[src/adc_win_pkg.sv]
// Purpose: Shared constants for the converter result and window register block.
// Assumes: Register indices are byte-register numbers; the bus address is four times the index.
// Notes:   Each figure appears here once.
package adc_win_pkg;
  localparam int          DATA_W          = 32;
  localparam int          ADDR_W          = 8;
  localparam int          SAMPLE_W        = 10;
  localparam int          RESULT_W        = 16;
  localparam int          MAX_ACCUM       = 64;
  // Register indices.
  localparam logic [5:0]  IDX_WIN_MODE    = 6'h04;
  localparam logic [5:0]  IDX_IRQ_ENABLE  = 6'h0A;
  localparam logic [5:0]  IDX_IRQ_FLAGS   = 6'h0B;
  localparam logic [5:0]  IDX_DEBUG_CTRL  = 6'h0C;
  localparam logic [5:0]  IDX_STAGING     = 6'h0D;
  localparam logic [5:0]  IDX_RESULT      = 6'h10;
  localparam logic [5:0]  IDX_WIN_LOWER   = 6'h12;
  localparam logic [5:0]  IDX_WIN_UPPER   = 6'h14;
  localparam logic [5:0]  IDX_CLK_CONVERTER_CLOCK_CALIBRATION   = 6'h16;
  localparam logic [5:0]  IDX_IRQ_CLEAR   = 6'h18;
  // Field positions.
  localparam int          BIT_DEBUG_CONT  = 0;
  localparam int          BIT_CLK_DUTY    = 0;
  localparam int          BIT_FLAG_READY  = 0;
  localparam int          BIT_FLAG_MATCH  = 1;
  // Reset values and sample saturation limits.
  localparam logic [7:0]  RST_DEBUG_CTRL  = 8'h00;
  localparam logic [7:0]  RST_STAGING     = 8'h00;
  localparam logic [15:0] RST_RESULT      = 16'h0000;
  localparam logic [15:0] RST_WIN_LIMIT   = 16'h0000;
  localparam logic [7:0]  RST_CLK_CONVERTER_CLOCK_CALIBRATION   = 8'h01;
  localparam logic [2:0]  RST_WIN_MODE    = 3'h0;
  localparam logic [9:0]  SAMPLE_MAX      = 10'h3FF;
  localparam logic [9:0]  SAMPLE_MIN      = 10'h000;
  // Window comparison modes.
  localparam logic [2:0]  WIN_NONE        = 3'h0;
  localparam logic [2:0]  WIN_BELOW       = 3'h1;
  localparam logic [2:0]  WIN_ABOVE       = 3'h2;
  localparam logic [2:0]  WIN_INSIDE      = 3'h3;
  localparam logic [2:0]  WIN_OUTSIDE     = 3'h4;
endpackage

[src/accum_if.sv]
// Purpose: Carrier between the register front end and the accumulator.
// Assumes: One clock; all signals are synchronous to it.
// Notes:   Front end drives samples and settings, accumulator returns the result.
`timescale 1ns/1ps
interface accum_if;
  logic        sample_valid;
  logic [9:0]  sample;
  logic        over_range;
  logic        under_range;
  logic        last;
  logic [2:0]  win_mode;
  logic [15:0] win_lower;
  logic [15:0] win_upper;
  logic        done;
  logic        match;
  logic [15:0] result;
  modport front (output sample_valid, sample, over_range, under_range, last,
                 win_mode, win_lower, win_upper, input done, match, result);
  modport accum (input sample_valid, sample, over_range, under_range, last,
                 win_mode, win_lower, win_upper, output done, match, result);
endinterface

[src/adc_accum_window.sv]
// Purpose: Saturates samples, accumulates them and compares the total with the window.
// Assumes: The last sample of a burst is flagged by last together with sample_valid.
// Notes:   done and match are one-cycle pulses at the end of a burst.
`timescale 1ns/1ps
module adc_accum_window
  import adc_win_pkg::*;
(
  input  wire logic clk,
  input  wire logic rst_n,
  accum_if.accum    acc
);
  logic [15:0] sum_r;
  logic [15:0] sum_nxt;
  logic [15:0] result_r;
  logic [15:0] result_nxt;
  logic        done_r;
  logic        done_nxt;
  logic        match_r;
  logic        match_nxt;
  logic [9:0]  value;
  logic [15:0] total;
  logic        below;
  logic        above;

  always_comb
  begin
    value = acc.sample;
    if (acc.over_range)
    begin
      value = SAMPLE_MAX;
    end
    else if (acc.under_range)
    begin
      value = SAMPLE_MIN;
    end
    // Sixty-four full-scale samples peak at 0xFFC0, so sixteen bits do not wrap in bursts of up to sixty-four samples.
    total      = sum_r + {6'h00, value};
    below      = total < acc.win_lower;
    above      = total > acc.win_upper;
    sum_nxt    = sum_r;
    result_nxt = result_r;
    done_nxt   = 1'b0;
    match_nxt  = 1'b0;
    if (acc.sample_valid)
    begin
      sum_nxt = total;
      if (acc.last)
      begin
        sum_nxt    = 16'h0000;
        result_nxt = total;
        done_nxt   = 1'b1;
        // The total, not each sample, meets the window.
        case (acc.win_mode)
          WIN_BELOW:   match_nxt = below;
          WIN_ABOVE:   match_nxt = above;
          WIN_INSIDE:  match_nxt = (total > acc.win_lower) && (total < acc.win_upper);
          WIN_OUTSIDE: match_nxt = below || above;
          default:     match_nxt = 1'b0;
        endcase
      end
    end
  end

  always_ff @(posedge clk or negedge rst_n)
  begin
    if (!rst_n)
    begin
      sum_r    <= 16'h0000;
      result_r <= RST_RESULT;
      done_r   <= 1'b0;
      match_r  <= 1'b0;
    end
    else
    begin
      sum_r    <= sum_nxt;
      result_r <= result_nxt;
      done_r   <= done_nxt;
      match_r  <= match_nxt;
    end
  end

  assign acc.result = result_r;
  assign acc.done   = done_r;
  assign acc.match  = match_r;
endmodule

[src/adc_result_window_regs.sv]
// Purpose: Register front end of the converter result, window and clock duty settings.
// Assumes: APB slave; sample inputs and debug halt come from logic on REF_CLK.
// Notes:   Each byte register sits in one word at four times its index.
// How it works
// - With debug_continue low, halt and drop events and samples during debug.
// - One byte_staging register, read and write, serves all 16-bit registers.
// - conversion_result is read only; low byte at base, high byte at base plus one.
// - Over-range samples read 0x3FF, under-range samples read 0x000.
// - Accumulator is sixteen bits; sixty-four full samples stay within 0xFFC0.
// - Results are unsigned; a single sample sits in bits 9 to 0.
// - Window comparison uses the final accumulated total, not each sample.
// - window_lower_limit is 16-bit read-write at 0x12 and 0x13, resets zero.
// - window_upper_limit is 16-bit read-write at 0x14 and 0x15, resets zero.
// - converter_clock_duty picks 50 or 25 percent duty, resetting to 25.
// - window_compare_select picks none, below, above, inside or outside.
// - Reading the result or writing ones clears result_ready and window_match flags.
//
// Register access over APB is this design's own decision.
`timescale 1ns/1ps
module adc_result_window_regs
  import adc_win_pkg::*;
(
  input  wire logic              REF_CLK,
  input  wire logic              RST_B,
  input  wire logic              PSEL,
  input  wire logic              PENABLE,
  input  wire logic              PWRITE,
  input  wire logic [ADDR_W-1:0] PADDR,
  input  wire logic [DATA_W-1:0] PWDATA,
  output logic      [DATA_W-1:0] PRDATA,
  output logic                   PREADY,
  output logic                   PSLVERR,
  input  wire logic              SAMPLE_VALID,
  input  wire logic [9:0]        SAMPLE_DATA,
  input  wire logic              SAMPLE_OVER,
  input  wire logic              SAMPLE_UNDER,
  input  wire logic              SAMPLE_LAST,
  input  wire logic              DEBUG_HALT,
  input  wire logic              EVENT_IN,
  output logic                   EVENT_ACCEPT,
  output logic                   CONV_HALT,
  output logic                   CLK_DUTY_25,
  output logic                   RESULT_READY,
  output logic                   WINDOW_MATCH,
  output logic                   IRQ
);
  accum_if     acc ();
  logic        rst_meta_r;
  logic        rst_n;
  logic [7:0]  debug_ctrl_r;
  logic [7:0]  debug_ctrl_nxt;
  logic [7:0]  staging_r;
  logic [7:0]  staging_nxt;
  logic [15:0] win_lower_r;
  logic [15:0] win_lower_nxt;
  logic [15:0] win_upper_r;
  logic [15:0] win_upper_nxt;
  logic [7:0]  converter_clock_calibration_r;
  logic [7:0]  converter_clock_calibration_nxt;
  logic [2:0]  win_mode_r;
  logic [2:0]  win_mode_nxt;
  logic [1:0]  irq_en_r;
  logic [1:0]  irq_en_nxt;
  logic [1:0]  flags_r;
  logic [1:0]  flags_nxt;
  logic [31:0] prdata_nxt;
  logic        pready_nxt;
  logic        pslverr_nxt;
  logic        evt_nxt;
  logic        halt_nxt;
  logic        halted;
  logic        wr;
  logic        rd;
  logic [5:0]  idx;
  logic [7:0]  wbyte;
  logic [1:0]  clr;
  logic        mapped;

  // Reset is asserted at once and released through two flops.
  always_ff @(posedge REF_CLK or negedge RST_B)
  begin
    if (!RST_B)
    begin
      rst_meta_r <= 1'b0;
      rst_n      <= 1'b0;
    end
    else
    begin
      rst_meta_r <= 1'b1;
      rst_n      <= rst_meta_r;
    end
  end

  assign halted           = DEBUG_HALT && !debug_ctrl_r[BIT_DEBUG_CONT];
  assign acc.sample_valid = SAMPLE_VALID && !halted;
  assign acc.sample       = SAMPLE_DATA;
  assign acc.over_range   = SAMPLE_OVER;
  assign acc.under_range  = SAMPLE_UNDER;
  assign acc.last         = SAMPLE_LAST;
  assign acc.win_mode     = win_mode_r;
  assign acc.win_lower    = win_lower_r;
  assign acc.win_upper    = win_upper_r;

  adc_accum_window u_accum (
    .clk   (REF_CLK),
    .rst_n (rst_n),
    .acc   (acc)
  );

  assign idx   = PADDR[7:2];
  assign wbyte = PWDATA[7:0];
  assign wr    = PSEL && PENABLE && PREADY && PWRITE;
  assign rd    = PSEL && PENABLE && PREADY && !PWRITE;

  always_comb
  begin
    case (idx)
      IDX_WIN_MODE, IDX_IRQ_ENABLE, IDX_IRQ_FLAGS, IDX_DEBUG_CTRL, IDX_STAGING,
      IDX_RESULT, IDX_RESULT + 6'h01, IDX_WIN_LOWER, IDX_WIN_LOWER + 6'h01,
      IDX_WIN_UPPER, IDX_WIN_UPPER + 6'h01, IDX_CLK_CONVERTER_CLOCK_CALIBRATION, IDX_IRQ_CLEAR:
        mapped = 1'b1;
      default:
        mapped = 1'b0;
    endcase
  end

  // Each access completes in the first cycle of its access phase, with no wait; read data is set up in the setup phase.
  always_comb
  begin
    pready_nxt  = PSEL && !PENABLE;
    pslverr_nxt = PSEL && !PENABLE && !mapped;
    prdata_nxt  = PRDATA;
    if (PSEL && !PENABLE)
    begin
      prdata_nxt = 32'h0000_0000;
      case (idx)
        IDX_WIN_MODE:              prdata_nxt[2:0] = win_mode_r;
        IDX_IRQ_ENABLE:            prdata_nxt[1:0] = irq_en_r;
        IDX_IRQ_FLAGS:             prdata_nxt[1:0] = flags_r;
        IDX_DEBUG_CTRL:            prdata_nxt[7:0] = debug_ctrl_r;
        IDX_STAGING:               prdata_nxt[7:0] = staging_r;
        IDX_RESULT:                prdata_nxt[7:0] = acc.result[7:0];
        IDX_WIN_LOWER:             prdata_nxt[7:0] = win_lower_r[7:0];
        IDX_WIN_UPPER:             prdata_nxt[7:0] = win_upper_r[7:0];
        IDX_CLK_CONVERTER_CLOCK_CALIBRATION:             prdata_nxt[7:0] = converter_clock_calibration_r;
        // High bytes of 16-bit registers return the byte staged by the low read.
        IDX_RESULT + 6'h01,
        IDX_WIN_LOWER + 6'h01,
        IDX_WIN_UPPER + 6'h01:     prdata_nxt[7:0] = staging_r;
        default:                   prdata_nxt = 32'h0000_0000;
      endcase
    end
  end

  always_comb
  begin
    debug_ctrl_nxt = debug_ctrl_r;
    staging_nxt    = staging_r;
    win_lower_nxt  = win_lower_r;
    win_upper_nxt  = win_upper_r;
    converter_clock_calibration_nxt      = converter_clock_calibration_r;
    win_mode_nxt   = win_mode_r;
    irq_en_nxt     = irq_en_r;
    clr            = 2'b00;
    if (wr)
    begin
      case (idx)
        IDX_WIN_MODE:              win_mode_nxt = wbyte[2:0];
        IDX_IRQ_ENABLE:            irq_en_nxt = wbyte[1:0];
        IDX_IRQ_FLAGS,
        IDX_IRQ_CLEAR:             clr = wbyte[1:0];
        IDX_DEBUG_CTRL:            debug_ctrl_nxt = wbyte;
        IDX_RESULT,
        IDX_WIN_LOWER,
        IDX_WIN_UPPER,
        IDX_STAGING:               staging_nxt = wbyte;
        IDX_WIN_LOWER + 6'h01:     win_lower_nxt = {wbyte, staging_r};
        IDX_WIN_UPPER + 6'h01:     win_upper_nxt = {wbyte, staging_r};
        IDX_CLK_CONVERTER_CLOCK_CALIBRATION:             converter_clock_calibration_nxt = wbyte;
        default:                   clr = 2'b00;
      endcase
    end
    if (rd)
    begin
      case (idx)
        IDX_RESULT:
        begin
          staging_nxt = acc.result[15:8];
          clr         = 2'b11;
        end
        IDX_WIN_LOWER:             staging_nxt = win_lower_r[15:8];
        IDX_WIN_UPPER:             staging_nxt = win_upper_r[15:8];
        default:                   clr = 2'b00;
      endcase
    end
    // A completion in the clearing cycle keeps its flag set.
    flags_nxt[BIT_FLAG_READY] = acc.done || (flags_r[BIT_FLAG_READY] && !clr[BIT_FLAG_READY]);
    flags_nxt[BIT_FLAG_MATCH] = acc.match || (flags_r[BIT_FLAG_MATCH] && !clr[BIT_FLAG_MATCH]);
    evt_nxt  = EVENT_IN && !halted;
    halt_nxt = halted;
  end

  always_ff @(posedge REF_CLK or negedge rst_n)
  begin
    if (!rst_n)
    begin
      debug_ctrl_r <= RST_DEBUG_CTRL;
      staging_r    <= RST_STAGING;
      win_lower_r  <= RST_WIN_LIMIT;
      win_upper_r  <= RST_WIN_LIMIT;
      converter_clock_calibration_r      <= RST_CLK_CONVERTER_CLOCK_CALIBRATION;
      win_mode_r   <= RST_WIN_MODE;
      irq_en_r     <= 2'b00;
      flags_r      <= 2'b00;
      PRDATA       <= 32'h0000_0000;
      PREADY       <= 1'b0;
      PSLVERR      <= 1'b0;
      EVENT_ACCEPT <= 1'b0;
      CONV_HALT    <= 1'b0;
      CLK_DUTY_25  <= 1'b1;
      RESULT_READY <= 1'b0;
      WINDOW_MATCH <= 1'b0;
      IRQ          <= 1'b0;
    end
    else
    begin
      debug_ctrl_r <= debug_ctrl_nxt;
      staging_r    <= staging_nxt;
      win_lower_r  <= win_lower_nxt;
      win_upper_r  <= win_upper_nxt;
      converter_clock_calibration_r      <= converter_clock_calibration_nxt;
      win_mode_r   <= win_mode_nxt;
      irq_en_r     <= irq_en_nxt;
      flags_r      <= flags_nxt;
      PRDATA       <= prdata_nxt;
      PREADY       <= pready_nxt;
      PSLVERR      <= pslverr_nxt;
      EVENT_ACCEPT <= evt_nxt;
      CONV_HALT    <= halt_nxt;
      CLK_DUTY_25  <= converter_clock_calibration_nxt[BIT_CLK_DUTY];
      RESULT_READY <= flags_nxt[BIT_FLAG_READY];
      WINDOW_MATCH <= flags_nxt[BIT_FLAG_MATCH];
      IRQ          <= |(flags_nxt & irq_en_nxt);
    end
  end
endmodule

[config.mk]
export PLATFORM = sky130hd
export DESIGN_NAME = adc_result_window_regs
export DESIGN_NICKNAME = d
export VERILOG_FILES = /design/src/adc_win_pkg.sv /design/src/accum_if.sv /design/src/adc_accum_window.sv /design/src/adc_result_window_regs.sv
export SDC_FILE = /design/constraint.sdc
export NUM_CORES = 1
export LEC_CHECK = 0
export BUFFER_PORTS_ARGS = -buffer_cell sky130_fd_sc_hd__buf_2
export CAP_MARGIN = 5
export CORE_ASPECT_RATIO = 0.7
export CORE_MARGIN = 10
export CORE_UTILIZATION = 40
export DETAILED_ROUTE_END_ITERATION = 8
export PLACE_DENSITY_LB_ADDON = 0.15
export SETUP_SLACK_MARGIN = 0.4
export SLEW_MARGIN = 15
export SYNTH_ARGS = -nofsm -noshare
export SYNTH_HDL_FRONTEND = slang
export SYNTH_SLANG_ARGS = --single-unit
[constraint.sdc]
create_clock -name REF_CLK -period 3.6 [get_ports REF_CLK]
set_clock_uncertainty 0.05 [all_clocks]
set_input_delay 0.18 -clock REF_CLK [delete_from_list [all_inputs] [get_ports REF_CLK]]
set_output_delay 0.18 -clock REF_CLK [all_outputs]
set_load 0.01 [all_outputs]
==> results of run 1 <==
## through the flow
step | hold WS [ns] | worst slack (ns)
6_report | 0.05104 | -0.07656
5_1_grt | 0.06930 | -0.2713
4_1_cts | 0.05031 | -0.01441
3_5_place_dp | -0.08005 | -0.2677
3_3_place_gp | -0.08467 | -0.1788
2_1_floorplan | -0.1656 | 0.08933
## flip-flops by register name, summed over array words and instances, names as in the netlist, 2 cells and up
signal	count
staging_r	8
debug_ctrl_r	8
acc.win_mode	3
acc.win_upper	16
u_accum.acc.result	16
acc.win_lower	16
u_accum.sum_r	16
converter_clock_calibration_r	7
irq_en_r	2
PRDATA	8
## power by group through the flow
stage	sequential [W]	combinational (W)	clock (W)
floorplan	0.00149	0.000789	0
global placement	0.00151	0.00131	0
detailed placement	0.00152	0.00134	0
CTS	0.00150	0.00141	0.00114
global route	0.00151	0.00159	0.00119
finish	0.00150	0.00143	0.00113
## cell type report
| class | instances | area (µm²) |
|---|---|---|
| inverters | 54 | 203.9 |
| multi-input cells | 482 | 3412 |
| fillers | 1491 | 7988 |
| clock inverters | 7 | 112.6 |
| clock buffers | 9 | 225.2 |
| repair buffers | 111 | 713.2 |
| flip-flops and latches | 112 | 2808 |
| well taps | 220 | 275.3 |
## synthesized netlist by cell type (13+ instances only)
master,n
inv_1,53
ha_1,42
nand2_1,90
o21ai_0,65
buf_4,25
mux2i_1,18
a21oi_1,16
clkbuf_1,13
dfrtp_1,111
mux2_2,27
a21o_1,18
nor2_1,22
## logic make-up (layout without fill, tap and decap cells)
| group | count (synthesis) | after routing | share of synthesized area |
|---|---|---|---|
| compound gates | 180 | 180 | 0.1864 |
| simple gates | 175 | 175 | 0.1295 |
| flops | 112 | 112 | 0.4293 |
| buf+inv | 104 | 181 | 0.07720 |
| mux | 45 | 45 | 0.07414 |
| fa+ha+maj | 43 | 43 | 0.08352 |
| xor+xnor | 14 | 14 | 0.01877 |
| other cells | 2 | 25 | 0.001150 |
## metal layers
metal  share of wire  up-vias  global-route usage
met4           0.016        0             0.04247
met1            0.47     2628              0.2316
met2            0.44      155              0.2642
met3           0.068       21             0.03972
met5               0        -                   0
li1                -     2561                   -
## worst paths after layout
check | start | end
setup / recovery | u_accum.sum_r[0] | u_accum.acc.match
hold reg to reg | rst_n | converter_clock_calibration_r[5]
setup reg to reg | u_accum.sum_r[0] | u_accum.acc.match
hold / removal | PWDATA[3] | acc.win_lower[11]
max in group asynchronous | rst_n | u_accum.acc.result[10]
min in group asynchronous | RST_B | rst_meta_r
## placed cells by master (no fill, tap or decap), types with 12 or more instances in the layout
cell type and n:
a22oi_1 12, nand2_1 90, buf_4 59, a21oi_1 15
o21ai_0 64, nor2_1 22, ha_1 41, mux2i_1 18
a21o_1 18, inv_1 52, buf_2 50, dfrtp_1 110
mux2_2 27, conb_1 25
## critical path, stage by stage (launching register included)
cell and delay, ns:
dfrtp_1 0.37, ha_2 0.19, inv_2 0.04, fa_2 0.36
nor2b_4 0.15, o2111ai_4 0.14, a311oi_2 0.27, buf_4 0.17
o211ai_1 0.12, xnor2_1 0.31, ha_1 0.32, a21oi_2 0.14
nand2_1 0.09, a221oi_2 0.27, o211ai_1 0.15, and3_1 0.17
a211o_1 0.26
## what timing repair did
item | in CTS | in global routing
resized for setup | 7 | 4
hold buffers | 2 | 0
buffers inserted | 5 | 0
endpoints found under the hold margin | 3 | 0
pin swaps | 16 | 7
endpoints found under the setup margin | 1 | 1
==> results.md, run 1 <==
- DRC marker count from the first detailed-route iteration: 490
- CP Launch Type: register
- Residual DRC: 0
- HPWL after DPL: 14,100 µm
- Static Leak: 3.891 nW
- Total congestion overflow: 0
- Count of final setup violators: 1
- # port buffers: 50
- Final worst setup slack: -0.07656 ns
- Placed insts: 972
- FF-to-FF path depth: 16
- Cts bufs inserted: 9
- Psw: 0.001379 W
- Synth cell types: 67
- Sw frac: 0.3408
- Initial antenna violation count: 0
- Max_slew headroom: 0.4693
- Run status: finished, violations left
- Post-synth top area share: 0.4253
- Worst skew pair latency: 0.36 ns
- Syn avg cell area: 9.676 µm²
- Max-cap violations: 0
- P per Cell Area: 522.2 nW/µm²
- Number of synthesized flops with an enable pin: 0
- Drt pass-1 iters: 5
- Via count: 5,365
- Number of global-route vias before repair: 5,469
- Final Instance Count excl. Fillers: 995
- Die H: 126.9 µm
- Fin. max-slew vios: 0
- Final min period: 3.677 ns
- TNS Setup: -0.07656 ns
- Crit end category: register
- Fin nets: 874
- Failing checks: setup timing
- Synth area leader: dfrtp_1
- Die area: 21,920 µm²
- Sequential fraction of the synthesis area: 0.4293
- Critical Path Fanout Max: 3
- Gp weighted congestion: 0.8533
- DP Area: 7295 µm²
- RSZ-0062 raised after global routing: true
- FF+latch count, synth: 112
- Final instance area: 7750 µm²
- Post-Syn Area: 6531 µm²
- Class of the worst hold path: in -> reg
- Wire per inst: 18.72 µm
- Rows: 38
- CP required: 3.79 ns
- Top cells by area, synth: dfrtp_1 43%, ha_1 8.0%, nand2_1 5.2%
- Maximum root-to-sink buffer count: 2
- Synthesis Warnings: 0
- CTS tree: built
- Logic pwr share: 0.352
- Period utilization: 1.021
- Max H-tree Level: 3
- Worst Max-Slew Pin Slew: 0.7959 ns
- FFs w/ async S/R, synth: 1.000
- Global Route Usage Sum: 0.1691
- Synth-to-Final Area Change: 18.66%
- Synth Flop Type: dfrtp_1
- Int Pwr: 0.002668 W
- Clk sinks: 112
- Synthesized instance count: 675
- Die Width: 172.7 µm
- Final core utilization: 0.4924
- Initial Util: 0.4150
- Share of post-route cells with drive strength above 1: 0.2361
- First-pass GRT wire length: 29,960 µm
- Crit path arrival time: 3.87 ns
- Fmax: 0.2720 GHz
- Tot Pwr: 0.004047 W
- Hold Violations, Final: 0
- Via-to-Cell Ratio: 5.392
- Reg2reg setup slack: -0.08 ns
- Largest net degree at the start of global routing: 51
- Final WL: 18,630 µm
- Max rail drop VDD: 0.2976 mV
- CTS root buf: clkbuf_16
- Clock share of power: 0.278
- Core area: 15,740 µm²
- Setup Crit Path Kind: reg -> reg
- DRT antenna net count: 0
- # diodes: 0
- Clock-pin slew on the worst setup and hold paths: 0.08 ns
- WHS Path Cells: 3
- Total I/O pin count: 101
- Flop pwr share: 0.370
Note: power is estimated with default switching activity, not from simulation.
==> run 2: changes to the inputs <==
Settings changed: SETUP_SLACK_MARGIN 0.4 to 0.02.
==> run 2 against run 1 <==
Worst setup slack got worse by 0.033 ns; clock power shrank 9%; clock-buffer cell count did not move; sequential share of layout area increased by 0.55 points; sequential cell count is the same; largest power group unchanged; critical path type unchanged; the run still ends with setup timing left; routed wire length shrank 2.4%; die area is the same; fmax is 0.90% lower; first-iteration DRC count rose by 2.4%; sequential power about the same.
==> results.md, run 2 (synthesis gave the netlist of run 1 again) <==
- Run status: finished, violations left
- Failing checks: setup timing
- Global Route Usage Sum: 0.1635 (-0.005515)
- Share of post-route cells with drive strength above 1: 0.2231 (-0.01303)
- Max H-tree Level: 3 (unchanged)
- Cts bufs inserted: 9 (unchanged)
- First-pass GRT wire length: 29,130 µm (-2.8%)
- Residual DRC: 0 (unchanged)
- CTS root buf: clkbuf_16
- Total congestion overflow: 0 (unchanged)
- CP required: 3.80 ns (about the same)
- Clock-pin slew on the worst setup and hold paths: 0.08 ns (about the same)
- DRT antenna net count: 0 (unchanged)
- Max rail drop VDD: 0.2211 mV (-26%)
- Initial Util: 0.4150 (unchanged)
- FF-to-FF path depth: 16 (unchanged)
- Count of final setup violators: 1 (unchanged)
- Critical Path Fanout Max: 3 (unchanged)
- Seq. cell area: 2808 µm² (unchanged)
- Core area: 15,740 µm² (unchanged)
- Die area: 21,920 µm² (unchanged)
- Max_slew headroom: 0.4491 (-0.02019)
- Via-to-Cell Ratio: 5.404 (+0.23%)
- Class of the worst hold path: in -> reg
- # diodes: 0 (unchanged)
- Rows: 38 (unchanged)
- Final WL: 18,180 µm (-2.4%)
- Most common cell after layout, fill and taps aside: dfrtp_1
- Worst hold slack: 0.04936 ns (-0.001674 ns)
- Maximum root-to-sink buffer count: 2 (unchanged)
- Hold Violations, Final: 0 (unchanged)
- Fmax: 0.2695 GHz (-0.90%)
- Worst Max-Slew Pin Slew: 0.8263 ns (+0.03039 ns)
- CP Launch Type: register
- Fillers: 1,466 (-1.7%)
- HPWL after DPL: 13,780 µm (-2.3%)
- Synth-to-Final Area Change: 16.88%
- Drt pass-1 iters: 6 (+1)
- Worst skew pair latency: 0.36 ns (about the same)
- Crit end category: register
- Die H: 126.9 µm (unchanged)
- Setup Crit Path Kind: reg -> reg
- Final worst setup slack: -0.1099 ns (-0.03334 ns)
- Gp weighted congestion: 0.8664 (+1.5%)
- # port buffers: 50 (unchanged)
- Worst slack, placed: -0.3089 ns (-0.04129 ns)
- Max-cap violations: 0 (unchanged)
- Number of global-route vias before repair: 5,276 (-3.5%)
- Largest net degree at the start of global routing: 64 (+25%)
- CTS tree: built
- Fin nets: 861 (-1.5%)
- TNS Setup: -0.1099 ns (-0.03334 ns)
- RSZ-0062 raised after global routing: true
- Static Leak: 3.811 nW (-2.1%)
- Multi-input gate area in the final layout: 3410 µm² (about the same)
- Via count: 5,307 (-1.1%)
- Total I/O pin count: 101 (unchanged)
- Initial antenna violation count: 0 (unchanged)
- Die Width: 172.7 µm (unchanged)
- Fin. max-slew vios: 0 (unchanged)
- P per Cell Area: 505.6 nW/µm² (-3.2%)
- DRC marker count from the first detailed-route iteration: 502 (+2.4%)
- Crit path arrival time: 3.91 ns (+0.04 ns)
- Final min period: 3.710 ns (+0.03334 ns)
- Clk sinks: 112 (unchanged)
- Most frequent cells in the layout: 110 x dfrtp_1, 90 x nand2_1, 64 x o21ai_0, 52 x inv_1, 50 x buf_2
- Period utilization: 1.031 (+0.009261)
- Wire per inst: 18.51 µm (-1.1%)
- WHS Path Cells: 3 (unchanged)
run 2: cell count changes in the layout (fill, tap and decap cells not counted), moves of 2 or more:
cell / delta
inv_8: +2
buf_4: -14
xnor2_1: +2
bufinv_16: -2
xnor2_2: -2
run 2: critical path: stages, from the launching register on:
cell,delay [ns]
dfrtp_1,0.37
ha_2,0.19
inv_2,0.04
fa_2,0.36
nor2b_4,0.15
o2111ai_4,0.15
a311oi_2,0.25
buf_4,0.17
o211ai_1,0.15
xnor2_1,0.30
ha_1,0.32
a21oi_2,0.16
nand2_1,0.07
a221o_1,0.33
a211oi_2,0.22
a2111oi_2,0.06
a211o_1,0.27
run 2: path summary, 6_finish.rpt:
kind,end,from,slack [ns]
setup / recovery,u_accum.acc.match,u_accum.sum_r[0],-0.11
hold / removal,acc.win_lower[11],PWDATA[3],0.05
setup reg to reg,u_accum.acc.match,u_accum.sum_r[0],-0.11
hold reg to reg,rst_n,rst_meta_r,0.31
max in group asynchronous,CLK_DUTY_25,rst_n,2.29
min in group asynchronous,rst_n,RST_B,0.07
run 2: area by class of cell:
| class | count | share of cell area |
|---|---|---|
| clock buffer | 9 | 0.02950 |
| clock inverter | 7 | 0.01098 |
| inverter | 54 | 0.02672 |
| multi-input combinational | 482 | 0.4466 |
| sequential | 112 | 0.3678 |
| tap | 220 | 0.03606 |
| timing repair buffer | 98 | 0.08228 |
run 2: timing repair:
| item | in CTS | in global routing |
|---|---|---|
| hold buffers | 2 | 0 |
| pin swaps | 21 | 15 |
| endpoints found under the hold margin | 3 | 0 |
| endpoints found under the setup margin | 1 | 1 |
| setup buffers | 4 | 2 |
| gates cloned | 0 | 0 |
| gates resized for setup | 9 | 5 |
run 2: routing by layer:
layer  share of wire  vias up  GRT usage  wire, µm
met5               0        -          0         0
met4           0.012        0    0.03893       225
met3           0.061       20    0.04060      1107
met2            0.43      158     0.2432      7888
met1            0.49     2582     0.2332      8955
li1                -     2547          -         -
run 2: stage by stage:
step	utilization	power [W]	instance area [µm²]	cells
global route	0.4851	0.004102	7634	982
global placement	0.4572	0.002783	7196	958
floorplan	-	0.002270	6654	698
finish	0.4851	0.003859	7634	982
detailed placement	0.4572	0.002802	7196	958
CTS	0.4827	0.003877	7596	980
run 2: where the power goes:
part	leakage [nW]	internal (W)	total, W	switching [W]
clock network	0.152	0.000502	0.00103	0.000528
registers	1.36	0.00139	0.00149	0.000108
logic	2.30	0.000589	0.00133	0.000745
total	3.81	0.00248	0.00386	0.00138
